===== src/hw/bhu_pkg.sv =====
/*
  Shared constants and types for both ends of the serial host link with power-up handshake.
  Assumes a single 50 MHz core clock at each end.
*/
package bhu_pkg;
  // Core clock and link rates.
  localparam int CLK_HZ = 50_000_000;
  localparam int BAUD_DEFAULT = 115_200;
  localparam int BAUD_MIN = 37_500;
  localparam int BAUD_MAX = 4_000_000;
  localparam int BAUD_MAX_FREF_19M2 = 3_840_000;
  // Allowed rate error in tenths of a percent, low side and high side.
  localparam int RATE_ERR_LOW_PERMILLE = 25;
  localparam int RATE_ERR_HIGH_PERMILLE = 15;
  // Frame and buffer shape.
  localparam int DATA_W = 8;
  localparam int FIFO_DEPTH = 8;
  localparam int HOST_FIFO_DEPTH = 2;
  localparam int HOST_STOP_BYTES = 16;
  // Power-up: device must drop its request-to-send within this time of enable.
  localparam int READY_MS = 100;
  localparam int READY_CYC = READY_MS * (CLK_HZ / 1000);
  // Host: slow clock stable within this time of enable.
  localparam int SLOW_STABLE_MS = 2;
  localparam int SLOW_STABLE_CYC = SLOW_STABLE_MS * (CLK_HZ / 1000);
  localparam int SLOW_CLK_HZ = 32_768;
  localparam int SLOW_HALF_CYC = CLK_HZ / (2 * SLOW_CLK_HZ);
  // Lag from a flow-control low level to the first start bit.
  localparam int FLOW_LAG_NS = 2000;
  localparam int FLOW_LAG_CYC = (FLOW_LAG_NS * (CLK_HZ / 1_000_000) + 999) / 1000;

  // Device power-up states.
  typedef enum logic [1:0] {
    BHU_PWR_OFF = 2'b00,
    BHU_PWR_WAIT = 2'b01,
    BHU_PWR_READY = 2'b10
  } bhu_pwr_type;

  // Host sequencing states.
  typedef enum logic [1:0] {
    BHU_HST_HOLD = 2'b00,
    BHU_HST_ENABLE = 2'b01,
    BHU_HST_LINK = 2'b10
  } bhu_host_type;
endpackage


===== src/hw/bhu_link_if.sv =====
/*
  Pin-level link between the device end and the host end.
  Assumes both ends share one clock in simulation; the interface holds wires only.
*/
`timescale 1ns/1ps
interface bhu_link_if;
  logic dev_txd;
  logic host_txd;
  logic dev_rts_n;
  logic dev_cts_n;
  logic bluetooth_enable_pin;
  logic slow_clock_signal;

  modport dev_end(output dev_txd, output dev_rts_n, input host_txd, input dev_cts_n,
    input bluetooth_enable_pin, input slow_clock_signal);
  modport host_end(input dev_txd, input dev_rts_n, output host_txd, output dev_cts_n,
    output bluetooth_enable_pin, output slow_clock_signal);
endinterface


===== src/hw/bhu_dev_end.sv =====
/*
  Device end of the serial host link: power-up handshake, flow control, and the
  buffered serial engine; also holds the FIFO that the host end reuses.
  Assumes all link inputs are synchronous to i_core_clk and the enable pin acts as reset.
*/
`timescale 1ns/1ps

////////////////////////////////////////////////////////////////////////////////
// Synchronous FIFO with registered flags.
module bhu_fifo #(
  parameter int WIDTH = bhu_pkg::DATA_W,
  parameter int DEPTH = bhu_pkg::FIFO_DEPTH
) (
  input wire logic i_core_clk,
  input wire logic i_rst,
  input wire logic i_clear,
  input wire logic i_in_valid,
  input wire logic [WIDTH-1:0] i_in_data,
  output logic o_in_ready,
  output logic o_out_valid,
  output logic [WIDTH-1:0] o_out_data,
  input wire logic i_out_ready,
  output logic [$clog2(DEPTH+1)-1:0] o_level
);
  localparam int AW = (DEPTH > 1) ? $clog2(DEPTH) : 1;
  localparam int LW = $clog2(DEPTH + 1);
  logic [WIDTH-1:0] mem [DEPTH];
  logic [AW-1:0] wr_ptr;
  logic [AW-1:0] rd_ptr;
  logic push;
  logic pop;
  logic [LW-1:0] next_level;

  assign push = i_in_valid && o_in_ready;
  assign pop = o_out_valid && i_out_ready;
  assign o_out_data = mem[rd_ptr];

  // Level follows push and pop; flags are registered so ready never depends on the far side.
  always_comb begin
    next_level = o_level;
    if (push && !pop) begin
      next_level = o_level + LW'(1);
    end else if (pop && !push) begin
      next_level = o_level - LW'(1);
    end
  end

  // Pointers wrap at DEPTH, which need not be a power of two.
  always_ff @(posedge i_core_clk or posedge i_rst) begin
    if (i_rst) begin
      wr_ptr <= '0;
      rd_ptr <= '0;
      o_level <= '0;
      o_in_ready <= 1'b0;
      o_out_valid <= 1'b0;
    end else if (i_clear) begin
      wr_ptr <= '0;
      rd_ptr <= '0;
      o_level <= '0;
      o_in_ready <= 1'b0;
      o_out_valid <= 1'b0;
    end else begin
      if (push) begin
        wr_ptr <= (wr_ptr == AW'(DEPTH - 1)) ? '0 : wr_ptr + AW'(1);
      end
      if (pop) begin
        rd_ptr <= (rd_ptr == AW'(DEPTH - 1)) ? '0 : rd_ptr + AW'(1);
      end
      o_level <= next_level;
      o_in_ready <= (next_level != LW'(DEPTH));
      o_out_valid <= (next_level != '0);
    end
  end

  // Storage has no reset; only written words are ever read.
  always_ff @(posedge i_core_clk) begin
    if (push) begin
      mem[wr_ptr] <= i_in_data;
    end
  end
endmodule



===== src/hw/bhu_host_end.sv =====
/*
  Host end of the serial link: enable sequencing, slow clock source, flow control; also
  holds the serial engine that the device end reuses.
  Assumes the package is compiled first, the FIFO comes from the device end file, and
  inputs are synchronous to i_core_clk.
*/
`timescale 1ns/1ps

////////////////////////////////////////////////////////////////////////////////
// Serial engine: one transmitter gated by a clear-to-send level and one receiver.
module bhu_serial #(
  parameter int DATA_W = bhu_pkg::DATA_W,
  parameter int BAUD = bhu_pkg::BAUD_DEFAULT,
  parameter bit PARITY_EN = 1'b0,
  parameter bit PARITY_ODD = 1'b0
) (
  input wire logic i_core_clk,
  input wire logic i_rst,
  input wire logic i_clear,
  input wire logic i_cts_n,
  input wire logic i_tx_valid,
  input wire logic [DATA_W-1:0] i_tx_data,
  output logic o_tx_ready,
  output logic o_txd,
  input wire logic i_rxd,
  output logic o_rx_valid,
  output logic [DATA_W-1:0] o_rx_data,
  output logic o_rx_err
);
  // The rate is capped at the ceiling that holds for every reference clock, so one build
  // serves all of them, and raised to the floor of the band.
  localparam int BAUD_CAP = (BAUD > bhu_pkg::BAUD_MAX_FREF_19M2) ? bhu_pkg::BAUD_MAX_FREF_19M2 : BAUD;
  localparam int BAUD_USE = (BAUD_CAP < bhu_pkg::BAUD_MIN) ? bhu_pkg::BAUD_MIN : BAUD_CAP;
  // Divide-down of the core clock; at 50 MHz the rate error stays well inside the band
  // up to about 1 Mbps, above that the integer divider can leave it.
  localparam int CPB = bhu_pkg::CLK_HZ / BAUD_USE;
  localparam int BW = $clog2(CPB);
  localparam int RW = DATA_W + int'(PARITY_EN);
  localparam int PW = RW + 1;
  localparam int FW = PW + 1;
  localparam int NW = $clog2(FW + 1);
  localparam int LAGW = $clog2(bhu_pkg::FLOW_LAG_CYC + 1);

  logic [LAGW-1:0] lag_cnt;
  logic go;
  logic tx_busy;
  logic [PW-1:0] tx_frame;
  logic [PW-1:0] tx_shift;
  logic [NW-1:0] tx_bits;
  logic [BW-1:0] tx_baud;
  logic rx_busy;
  logic [RW-1:0] rx_shift;
  logic [NW-1:0] rx_bits;
  logic [BW-1:0] rx_baud;
  logic rx_par_bad;

  // Stop bit, optional parity, then data; shifted out from the low end.
  if (PARITY_EN) begin : g_par
    assign tx_frame = {1'b1, ^i_tx_data ^ PARITY_ODD, i_tx_data};
    assign rx_par_bad = (^rx_shift) != PARITY_ODD;
  end else begin : g_nopar
    assign tx_frame = {1'b1, i_tx_data};
    assign rx_par_bad = 1'b0;
  end

  // A new character may start only after the clear-to-send level has been low for the lag.
  always_ff @(posedge i_core_clk or posedge i_rst) begin
    if (i_rst) begin
      lag_cnt <= '0;
    end else if (i_clear || i_cts_n) begin
      lag_cnt <= '0;
    end else if (lag_cnt != LAGW'(bhu_pkg::FLOW_LAG_CYC)) begin
      lag_cnt <= lag_cnt + LAGW'(1);
    end
  end

  assign go = (lag_cnt == LAGW'(bhu_pkg::FLOW_LAG_CYC));
  assign o_tx_ready = !tx_busy && go;

  // A character already on the wire finishes unless i_clear aborts it, so at most one more byte follows CTS high.
  always_ff @(posedge i_core_clk or posedge i_rst) begin
    if (i_rst) begin
      tx_busy <= 1'b0;
      o_txd <= 1'b1;
      tx_shift <= '1;
      tx_bits <= '0;
      tx_baud <= '0;
    end else if (i_clear) begin
      tx_busy <= 1'b0;
      o_txd <= 1'b1;
      tx_bits <= '0;
      tx_baud <= '0;
    end else if (!tx_busy) begin
      if (i_tx_valid && go) begin
        tx_busy <= 1'b1;
        o_txd <= 1'b0;
        tx_shift <= tx_frame;
        tx_bits <= NW'(FW - 1);
        tx_baud <= '0;
      end
    end else if (tx_baud == BW'(CPB - 1)) begin
      tx_baud <= '0;
      if (tx_bits == '0) begin
        tx_busy <= 1'b0;
      end else begin
        o_txd <= tx_shift[0];
        tx_shift <= {1'b1, tx_shift[PW-1:1]};
        tx_bits <= tx_bits - NW'(1);
      end
    end else begin
      tx_baud <= tx_baud + BW'(1);
    end
  end

  // Receiver samples mid-bit; a start bit that is high again at mid-bit is a glitch.
  always_ff @(posedge i_core_clk or posedge i_rst) begin
    if (i_rst) begin
      rx_busy <= 1'b0;
      rx_shift <= '0;
      rx_bits <= '0;
      rx_baud <= '0;
      o_rx_valid <= 1'b0;
      o_rx_data <= '0;
      o_rx_err <= 1'b0;
    end else if (i_clear) begin
      rx_busy <= 1'b0;
      o_rx_valid <= 1'b0;
      o_rx_err <= 1'b0;
    end else begin
      o_rx_valid <= 1'b0;
      o_rx_err <= 1'b0;
      if (!rx_busy) begin
        if (!i_rxd) begin
          rx_busy <= 1'b1;
          rx_bits <= NW'(FW);
          rx_baud <= BW'(CPB / 2);
        end
      end else if (rx_baud == '0) begin
        rx_baud <= BW'(CPB - 1);
        rx_bits <= rx_bits - NW'(1);
        if (rx_bits == NW'(FW)) begin
          rx_busy <= !i_rxd;
        end else if (rx_bits == NW'(1)) begin
          rx_busy <= 1'b0;
          o_rx_valid <= 1'b1;
          o_rx_data <= rx_shift[DATA_W-1:0];
          o_rx_err <= !i_rxd || rx_par_bad;
        end else begin
          rx_shift <= {i_rxd, rx_shift[RW-1:1]};
        end
      end else begin
        rx_baud <= rx_baud - BW'(1);
      end
    end
  end
endmodule

////////////////////////////////////////////////////////////////////////////////
module bhu_host_end #(
  parameter int DATA_W = bhu_pkg::DATA_W,
  parameter int DEPTH = bhu_pkg::HOST_FIFO_DEPTH,
  parameter int BAUD = bhu_pkg::BAUD_DEFAULT,
  parameter bit PARITY_EN = 1'b0,
  parameter bit PARITY_ODD = 1'b0
) (
  input wire logic i_core_clk,
  input wire logic i_rst,
  bhu_link_if.host_end link,
  input wire logic i_io_supply_good,
  input wire logic i_bt_on,
  output logic o_link_up,
  input wire logic i_tx_valid,
  input wire logic [DATA_W-1:0] i_tx_data,
  output logic o_tx_ready,
  output logic o_rx_valid,
  output logic [DATA_W-1:0] o_rx_data,
  input wire logic i_rx_ready,
  output logic o_rx_err
);
  // Same capped rate as the serial engine, so the clear-to-send hold is a full bit.
  localparam int BAUD_CAP = (BAUD > bhu_pkg::BAUD_MAX_FREF_19M2) ? bhu_pkg::BAUD_MAX_FREF_19M2 : BAUD;
  localparam int CPB = bhu_pkg::CLK_HZ / BAUD_CAP;
  localparam int BW = $clog2(CPB + 1);
  localparam int SW = $clog2(bhu_pkg::SLOW_HALF_CYC + 1);
  localparam int LW = $clog2(DEPTH + 1);

  bhu_pkg::bhu_host_type state;
  logic [SW-1:0] slow_cnt;
  logic slow_run;
  logic [BW-1:0] cts_hi_cnt;
  logic idle;
  logic eng_tx_valid;
  logic [DATA_W-1:0] eng_tx_data;
  logic eng_tx_ready;
  logic eng_rx_valid;
  logic [DATA_W-1:0] eng_rx_data;
  logic eng_rx_err;
  logic [LW-1:0] rx_level;

  assign idle = (state != bhu_pkg::BHU_HST_LINK);

  // Slow clock runs from reset on; enable may rise as soon as it has toggled once (slow_run).
  always_ff @(posedge i_core_clk or posedge i_rst) begin
    if (i_rst) begin
      slow_cnt <= '0;
      link.slow_clock_signal <= 1'b0;
      slow_run <= 1'b0;
    end else if (slow_cnt == SW'(bhu_pkg::SLOW_HALF_CYC - 1)) begin
      slow_cnt <= '0;
      link.slow_clock_signal <= !link.slow_clock_signal;
      slow_run <= 1'b1;
    end else begin
      slow_cnt <= slow_cnt + SW'(1);
    end
  end

  // Enable stays low until the supply is good; link is up once the device drops RTS.
  always_ff @(posedge i_core_clk or posedge i_rst) begin
    if (i_rst) begin
      state <= bhu_pkg::BHU_HST_HOLD;
      link.bluetooth_enable_pin <= 1'b0;
      o_link_up <= 1'b0;
    end else begin
      unique case (state)
        bhu_pkg::BHU_HST_HOLD: begin
          if (i_bt_on && i_io_supply_good && slow_run) begin
            state <= bhu_pkg::BHU_HST_ENABLE;
            link.bluetooth_enable_pin <= 1'b1;
          end
        end
        bhu_pkg::BHU_HST_ENABLE: begin
          if (!i_bt_on || !i_io_supply_good) begin
            state <= bhu_pkg::BHU_HST_HOLD;
            link.bluetooth_enable_pin <= 1'b0;
          end else if (!link.dev_rts_n) begin
            state <= bhu_pkg::BHU_HST_LINK;
            o_link_up <= 1'b1;
          end
        end
        bhu_pkg::BHU_HST_LINK: begin
          if (!i_bt_on || !i_io_supply_good) begin
            state <= bhu_pkg::BHU_HST_HOLD;
            link.bluetooth_enable_pin <= 1'b0;
            o_link_up <= 1'b0;
          end
        end
        default: begin
          state <= bhu_pkg::BHU_HST_HOLD;
          link.bluetooth_enable_pin <= 1'b0;
          o_link_up <= 1'b0;
        end
      endcase
    end
  end

  // CTS rises whenever a byte waits, keeping one slot for the device's run-on byte,
  // and once high it stays high for at least one bit period.
  always_ff @(posedge i_core_clk or posedge i_rst) begin
    if (i_rst) begin
      link.dev_cts_n <= 1'b1;
      cts_hi_cnt <= '0;
    end else if (idle || rx_level != '0) begin
      link.dev_cts_n <= 1'b1;
      cts_hi_cnt <= '0;
    end else if (link.dev_cts_n && cts_hi_cnt != BW'(CPB - 1)) begin
      cts_hi_cnt <= cts_hi_cnt + BW'(1);
    end else begin
      link.dev_cts_n <= 1'b0;
    end
  end

  // Received framing or parity errors are reported and the byte discarded.
  always_ff @(posedge i_core_clk or posedge i_rst) begin
    if (i_rst) begin
      o_rx_err <= 1'b0;
    end else begin
      o_rx_err <= eng_rx_valid && eng_rx_err;
    end
  end

  bhu_fifo #(.WIDTH(DATA_W), .DEPTH(DEPTH)) u_tx_fifo (
    .i_core_clk(i_core_clk),
    .i_rst(i_rst),
    .i_clear(idle),
    .i_in_valid(i_tx_valid),
    .i_in_data(i_tx_data),
    .o_in_ready(o_tx_ready),
    .o_out_valid(eng_tx_valid),
    .o_out_data(eng_tx_data),
    .i_out_ready(eng_tx_ready),
    .o_level()
  );

  bhu_fifo #(.WIDTH(DATA_W), .DEPTH(DEPTH)) u_rx_fifo (
    .i_core_clk(i_core_clk),
    .i_rst(i_rst),
    .i_clear(idle),
    .i_in_valid(eng_rx_valid && !eng_rx_err),
    .i_in_data(eng_rx_data),
    .o_in_ready(),
    .o_out_valid(o_rx_valid),
    .o_out_data(o_rx_data),
    .i_out_ready(i_rx_ready),
    .o_level(rx_level)
  );

  // The device RTS gates our sends; a character in flight finishes, then we stop.
  bhu_serial #(.DATA_W(DATA_W), .BAUD(BAUD), .PARITY_EN(PARITY_EN), .PARITY_ODD(PARITY_ODD)) u_serial (
    .i_core_clk(i_core_clk),
    .i_rst(i_rst),
    .i_clear(idle),
    .i_cts_n(link.dev_rts_n),
    .i_tx_valid(eng_tx_valid),
    .i_tx_data(eng_tx_data),
    .o_tx_ready(eng_tx_ready),
    .o_txd(link.host_txd),
    .i_rxd(link.dev_txd),
    .o_rx_valid(eng_rx_valid),
    .o_rx_data(eng_rx_data),
    .o_rx_err(eng_rx_err)
  );
endmodule


===== src/flat_wrapper.sv =====
// flat-port wrapper written by rule: the top's interface ports become plain ports
module bhu_host_end_flat 
#(
  parameter int DATA_W = bhu_pkg::DATA_W,
  parameter int DEPTH = bhu_pkg::HOST_FIFO_DEPTH,
  parameter int BAUD = bhu_pkg::BAUD_DEFAULT,
  parameter bit PARITY_EN = 1'b0,
  parameter bit PARITY_ODD = 1'b0
)
  (i_core_clk, i_rst, i_io_supply_good, i_bt_on, o_link_up, i_tx_valid, i_tx_data, o_tx_ready, o_rx_valid, o_rx_data, i_rx_ready, o_rx_err, link_dev_txd, link_dev_rts_n, link_host_txd, link_dev_cts_n, link_bluetooth_enable_pin, link_slow_clock_signal);
  bhu_link_if link_i ();
  input wire logic i_core_clk;
  input wire logic i_rst;
  input wire logic i_io_supply_good;
  input wire logic i_bt_on;
  output logic o_link_up;
  input wire logic i_tx_valid;
  input wire logic [DATA_W-1:0] i_tx_data;
  output logic o_tx_ready;
  output logic o_rx_valid;
  output logic [DATA_W-1:0] o_rx_data;
  input wire logic i_rx_ready;
  output logic o_rx_err;
  input wire logic [$bits(link_i.dev_txd)-1:0] link_dev_txd;
  input wire logic [$bits(link_i.dev_rts_n)-1:0] link_dev_rts_n;
  output wire logic [$bits(link_i.host_txd)-1:0] link_host_txd;
  output wire logic [$bits(link_i.dev_cts_n)-1:0] link_dev_cts_n;
  output wire logic [$bits(link_i.bluetooth_enable_pin)-1:0] link_bluetooth_enable_pin;
  output wire logic [$bits(link_i.slow_clock_signal)-1:0] link_slow_clock_signal;
  assign link_i.dev_txd = link_dev_txd;
  assign link_i.dev_rts_n = link_dev_rts_n;
  assign link_host_txd = link_i.host_txd;
  assign link_dev_cts_n = link_i.dev_cts_n;
  assign link_bluetooth_enable_pin = link_i.bluetooth_enable_pin;
  assign link_slow_clock_signal = link_i.slow_clock_signal;
  bhu_host_end #(.DATA_W(DATA_W), .DEPTH(DEPTH), .BAUD(BAUD), .PARITY_EN(PARITY_EN), .PARITY_ODD(PARITY_ODD)) u_core (.i_core_clk(i_core_clk), .i_rst(i_rst), .link(link_i), .i_io_supply_good(i_io_supply_good), .i_bt_on(i_bt_on), .o_link_up(o_link_up), .i_tx_valid(i_tx_valid), .i_tx_data(i_tx_data), .o_tx_ready(o_tx_ready), .o_rx_valid(o_rx_valid), .o_rx_data(o_rx_data), .i_rx_ready(i_rx_ready), .o_rx_err(o_rx_err));
endmodule

===== config.mk =====
export PLATFORM = sky130hd
export DESIGN_NAME = bhu_host_end_flat
export DESIGN_NICKNAME = d
export VERILOG_FILES = /design/src/hw/bhu_pkg.sv /design/src/hw/bhu_link_if.sv /design/src/hw/bhu_dev_end.sv /design/src/hw/bhu_host_end.sv /design/src/flat_wrapper.sv
export SDC_FILE = /design/constraint.sdc
export NUM_CORES = 1
export LEC_CHECK = 0
export BUFFER_PORTS_ARGS = -buffer_cell sky130_fd_sc_hd__buf_2
export CORE_MARGIN = 4
export CORE_UTILIZATION = 33
export DETAILED_ROUTE_END_ITERATION = 8
export PLACE_DENSITY = 0.52
export SLEW_MARGIN = 10
export SYNTH_ARGS = -nofsm -noshare
export SYNTH_HDL_FRONTEND = slang
export SYNTH_SLANG_ARGS = --single-unit

===== constraint.sdc =====
create_clock -name i_core_clk -period 2.5 [get_ports i_core_clk]
set_input_delay 0.125 -clock i_core_clk [delete_from_list [all_inputs] [get_ports i_core_clk]]
set_output_delay 0.125 -clock i_core_clk [all_outputs]
set_load 0.05 [all_outputs]

; ---- Word-level counts from Yosys, hierarchy flattened
; Memories as Yosys holds them, arrays and structs flattened.
; Cells that the tools add are included.
[op_classes]
add_sub_neg = 15
eq_ne = 25
n_mux = 89
n_bitwise = 4
n_reduce_logical = 52
[ops]
columns = operator, count
row1 = $mux W9, 13
row2 = $mux W1, 52
row3 = $mux W4, 8
row4 = $mux W2, 10
row5 = $reduce_bool A2 Y1, 10
row6 = $add A9 B1 Y9 const B, 2
row7 = $logic_and A1 B1 Y1, 15
row8 = $mux W7, 2
row9 = $ne A2 B1 Y1 const B, 7
row10 = $ne A2 B2 Y1 const B, 6
row11 = $add A10 B1 Y10 const B, 1
row12 = $eq A10 B10 Y1 const B, 1
row13 = $logic_not A1 Y1, 10
row14 = $mux W10, 1
row15 = $reduce_and A5 Y1, 2
row16 = $eq A9 B9 Y1 const B, 1
row17 = $logic_not A9 Y1, 1
row18 = $ne A9 B9 Y1 const B, 1
row19 = $reduce_and A3 Y1, 3
row20 = $sub A9 B1 Y9 const B, 1
row21 = $reduce_and A4 Y1, 2
row22 = $sub A4 B1 Y4 const B, 2
row23 = $add A7 B1 Y7 const B, 1
row24 = $eq A7 B7 Y1 const B, 1
row25 = other kinds (20), 32
[word_totals]
reg_bits = 102
ramBits = 32
output_inout_bits = 16
wordCells = 219
mem_count = 2
[memory_table]
columns = memory, words, width, read_ports, rd_clocked_by_memory_dff, wr, line
row1 = u_core.u_rx_fifo.mem, 2, 8, 1, 0, 1, bhu_dev_end.sv:27  ; logic [WIDTH-1:0] mem [DEPTH];
row2 = u_core.u_tx_fifo.mem, 2, 8, 1, 0, 1, bhu_dev_end.sv:27

; ---- Depth between registers and ports, before layout
[logic_depth]
ltp_word = 9
ltp_mapped = 8

; ---- Cells and area by module
; Synthesis repeated with hierarchy kept, for this count alone.
[hier_totals]
hier_cells = 562
hier_area_um2 = 6487.5
[by_module_without_submodules]
columns = mod, instances, cells_each, area_each_um2, seq_area_each_um2
row1 = bhu_serial, 1, 300, 3201.8, 1562.7
row2 = bhu_fifo, 2, 62, 940.9, 630.6
row3 = bhu_host_end, 1, 138, 1403.8, 676.9

; ---- Worst setup path before layout
; No wires, ideal clock.
[synth_timing]
kind = register to register
start = register u_core.u_serial.rx_baud[0]
end = register u_core.u_serial.o_rx_data[0]
setup_ps = 125
arrival_ps = 2063
t_required_ps = 2375
path_slack_ps = 311
stages_incl_launch_ff = 8
n_path_buf = 1
synth_period_minus_slack_ps = 2189
path_cell_list = dfrtp_1 -> inv_1 -> ha_1 -> nor4b_4 -> nand2_4 -> or4_4 -> buf_6 -> mux2_4
[synth_between]
elab_chain_cells = 2
[synth_lines]
columns = item, line
row1 = from (decl), bhu_host_end.sv:54  ; logic [BW-1:0] rx_baud;
row2 = from (signal assigned), bhu_host_end.sv:136  ; rx_baud <= BW'(CPB / 2);
row3 = from (signal assigned), bhu_host_end.sv:139  ; rx_baud <= BW'(CPB - 1);
row4 = from (signal assigned), bhu_host_end.sv:152  ; rx_baud <= rx_baud - BW'(1);
row5 = $logic_not A9 Y1, bhu_host_end.sv:138  ; end else if (rx_baud == '0) begin
row6 = $reduce_and A5 Y1 (no source line), -
row7 = to (signal assigned), bhu_host_end.sv:146  ; o_rx_data <= rx_shift[DATA_W-1:0];
row8 = to (decl), bhu_host_end.sv:27  ; output logic [DATA_W-1:0] o_rx_data,
; No other way between the ends.
; A chain may end at the register's enable or synchronous reset.

; ---- Worst setup path after layout
[layout_timing]
start = register u_core.u_serial.rx_baud[0]
end = register u_core.u_serial.o_rx_data[2]
; The elaborated chain is that of the path after synthesis.

==> results.md <==
- Die ar.: 0.0211 mm²
- Commonest non-fill, non-tap cell in the layout: dfrtp_1
- Min-delay worst type: in -> reg
- Synthesis Warnings: 0
- Final-report max-slew violation count: 0
- Synth unique cells: 63
- Worst Tran Pin Value: 0.753 ns
- Outcome: finished clean
- Reg clk slew, reported paths: 0.06 ns
- Sw frac: 20.6%
- Via Count: 4210
- Largest family of logic cells by synthesized area: simple AND/OR/NAND/NOR gates
- EDFF count, synth: 32
- Seq/Total Area, Yosys: 56.4%
- CP Max Fanout: 10
- Final Hold Vio Count: 0
- Row cnt: 49
- Worst Skew: 0.00990 ns
- Residual DRC: 0
- CTS Buf Count: 17
- WL/cell: 14.3 µm
- Share of post-route cells with drive strength above 1: 21.6%
- Synth Flop Type: dfrtp_1
- CP required: 2.80 ns
- Worst slew margin: 49.6%
- Worst VDD drop: 402 µV
- CTS tree: done
- Syn Inst Count: 542
- Nets: 632
- Avg Cell Area, Syn: 11.5 µm²
- Synth-to-Final Area Change: 19.7%
- FMAX: 0.438 GHz
- Clock power frac: 53.9%
- Post-synthesis mux area share: 8.22%
- Critical path data arrival time: 2.58 ns
- Detailed Place HPWL: 8.11 mm
- Post-DRT Antenna Nets: 0
- Post-synthesis cell area: 0.00621 mm²
- GRT overflow: 0
- Worst setup path class: reg -> reg
- Routed wire length: 12.0 mm
- RSZ-0062 raised after global routing: no
- Worst Setup Start Kind: flip-flop
- Die height: 145 µm
- Pint: 3950 µW
- Max clock buf depth: 2
- Insertion delay to the later sink of the worst-skew pair: 0.42 ns
- Mapped Nets: 575
- Final Cycle Share: 91.4%
- H-Tree Depth: 4
- Ports: 32
- First-pass GRT wire length: 20.6 mm
- TritonCTS sink count: 133
- Overall Global Routing Usage: 11.9%
- Vias per cell: 5.01
- CP Capture Type: flip-flop
- Number of global-route vias before repair: 4127
- Clk root buf: clkbuf_16
- Lkg Pwr: 0.00309 µW
- DRT Pass-1 Iters: 4
- Fraction of registers with async set/reset: 75.9%
- P per Cell Area: 670 mW/mm²
- Xor/xnor share of the synthesized area: 4.09%
- Die width: 145 µm
- Setup TNS: 0 ns
- Total core area: 0.0182 mm²
- Port bufs: 31
- Min Tclk post-route: 2.29 ns
- Final GP Congestion: 0.810
- Compound-Gate Fraction of Synth Area: 10.2%
- Sequential share of power: 44.7%
- Most frequent cells in the layout: dfrtp_1, nor2_1, nand2_1, o21ai_0, edfxtp_1
- Gate power share: 1.4%
- Synth Area in Adders: 3.59%
- Largest net degree at the start of global routing: 74
- Initial core utilization: 34.1%
- N_diodes: 0
- Synthesized flop and latch total: 133
- WHS: 0.103 ns
- Net Switching: 1020 µW
- Max-cap violations: 0
- Simple-gate share of the synthesized area: 14.7%
- Post CTS Setup Buffer Count: 0
- Final setup viols: 0
- Initial antenna violation count: 0
- Number of DRC markers in iteration 0: 188
## synthesized netlist by cell type (7+ instances only)
| cell type | number | area (µm²) |
|---|---|---|
| xor2_1 | 16 | 140 |
| dfrtp_1 | 91 | 2280 |
| xnor2_1 | 13 | 114 |
| o21ai_0 | 38 | 190 |
| mux2_2 | 24 | 270 |
| inv_1 | 31 | 116 |
| mux2_4 | 8 | 120 |
| dfstp_2 | 10 | 263 |
| nand2_1 | 38 | 143 |
| nand3_1 | 25 | 125 |
| a31oi_1 | 7 | 43.8 |
| mux2i_1 | 12 | 120 |
| ha_1 | 17 | 213 |
| nor2_1 | 46 | 173 |
| edfxtp_1 | 32 | 961 |
| nor3_1 | 9 | 45.0 |
| clkbuf_1 | 12 | 45.0 |
| a21oi_1 | 20 | 100 |
## per-layer routing
| metal | share of wire [%] | track usage (%) |
|---|---|---|
| met4 | 0.80 | 5.56 |
| met1 | 48 | 15.5 |
| met5 | 0 | 0 |
| met2 | 47 | 18.3 |
| met3 | 3.6 | 3.34 |
## kinds of logic after synthesis
group,count (synthesis)
simple gates,173
flops,133
compound gates,101
buf+inv,44
mux,44
xor+xnor,29
fa+ha+maj,18
## worst paths after layout
path / depth (start not counted) / end / slack, ns / start
min in group asynchronous: 3 / u_core.state[0] / 0.35 / i_rst
min: 3 / u_core.link.bluetooth_enable_pin / 0.10 / i_io_supply_good
min reg2reg: 1 / u_core.link.slow_clock_signal / 0.47 / u_core.link.slow_clock_signal
max reg2reg: 6 / u_core.u_serial.o_rx_data[2] / 0.21 / u_core.u_serial.rx_baud[0]
max in group asynchronous: 4 / u_core.link.dev_cts_n / 1.32 / i_rst
max: 6 / u_core.u_serial.o_rx_data[2] / 0.21 / u_core.u_serial.rx_baud[0]
## layout make-up
| cell class | instances | area, µm² |
|---|---|---|
| clock buffer | 18 | 439 |
| clock inverter | 14 | 199 |
| fill | 1711 | 10800 |
| inverter | 31 | 120 |
| multi-input combinational | 365 | 2540 |
| sequential | 133 | 3500 |
| tap | 229 | 287 |
| timing repair buffer | 51 | 343 |
## metrics by stage
step | util, % | total power, µW | worst slack [ns] | cells | cell area [µm²]
2_1_floorplan | - | 2290 | 0.311 | 542 | 6210
3_3_place_gp | 36.7 | 2330 | 0.232 | 799 | 6690
3_5_place_dp | 36.7 | 2330 | 0.161 | 799 | 6690
4_1_cts | 40.8 | 5050 | 0.150 | 841 | 7430
5_1_grt | 40.8 | 5160 | 0.0843 | 841 | 7430
6_report | 40.8 | 4980 | 0.214 | 841 | 7430
## critical path, stage by stage (launching register included)
cell and delay [ns]:
dfrtp_1 0.42, inv_1 0.08, ha_2 0.25, nor4b_4 0.32, nand2_4 0.11, or4_4 0.65, mux2_4 0.34
## repair_timing
| action | 4_1_cts | 5_1_grt |
|---|---|---|
| resized for setup | 0 | 1 |
| hold buffers | 10 | 0 |
| setup endpoints to repair | 0 | 1 |
| endpoints found under the hold margin | 45 | 0 |
## power by group through the flow
| stage | combinational (µW) | clock, µW | sequential (µW) |
|---|---|---|---|
| final | 72.0 | 2680 | 2220 |
| after global routing | 82.8 | 2850 | 2220 |
| after CTS | 75.0 | 2750 | 2220 |
| after detailed placement | 62.6 | 0 | 2260 |
| after global placement | 60.9 | 0 | 2260 |
| after floorplan | 26.6 | 0 | 2270 |
## flip-flops by register name, summed over array words and instances (netlist names), 2 cells and up
register,count
u_core.u_rx_fifo.mem,16
u_core.u_tx_fifo.mem,16
u_core.slow_cnt,10
u_core.cts_hi_cnt,9
u_core.u_serial.rx_baud,9
u_core.u_serial.tx_baud,9
u_core.u_serial.o_rx_data,8
u_core.u_serial.rx_shift,8
u_core.u_serial.tx_shift,8
u_core.u_serial.lag_cnt,7
u_core.u_serial.rx_bits,4
u_core.u_serial.tx_bits,4
u_core.state,2
u_core.u_rx_fifo.o_level,2
u_core.u_tx_fifo.o_level,2
(Power assumes the default switching activity.)
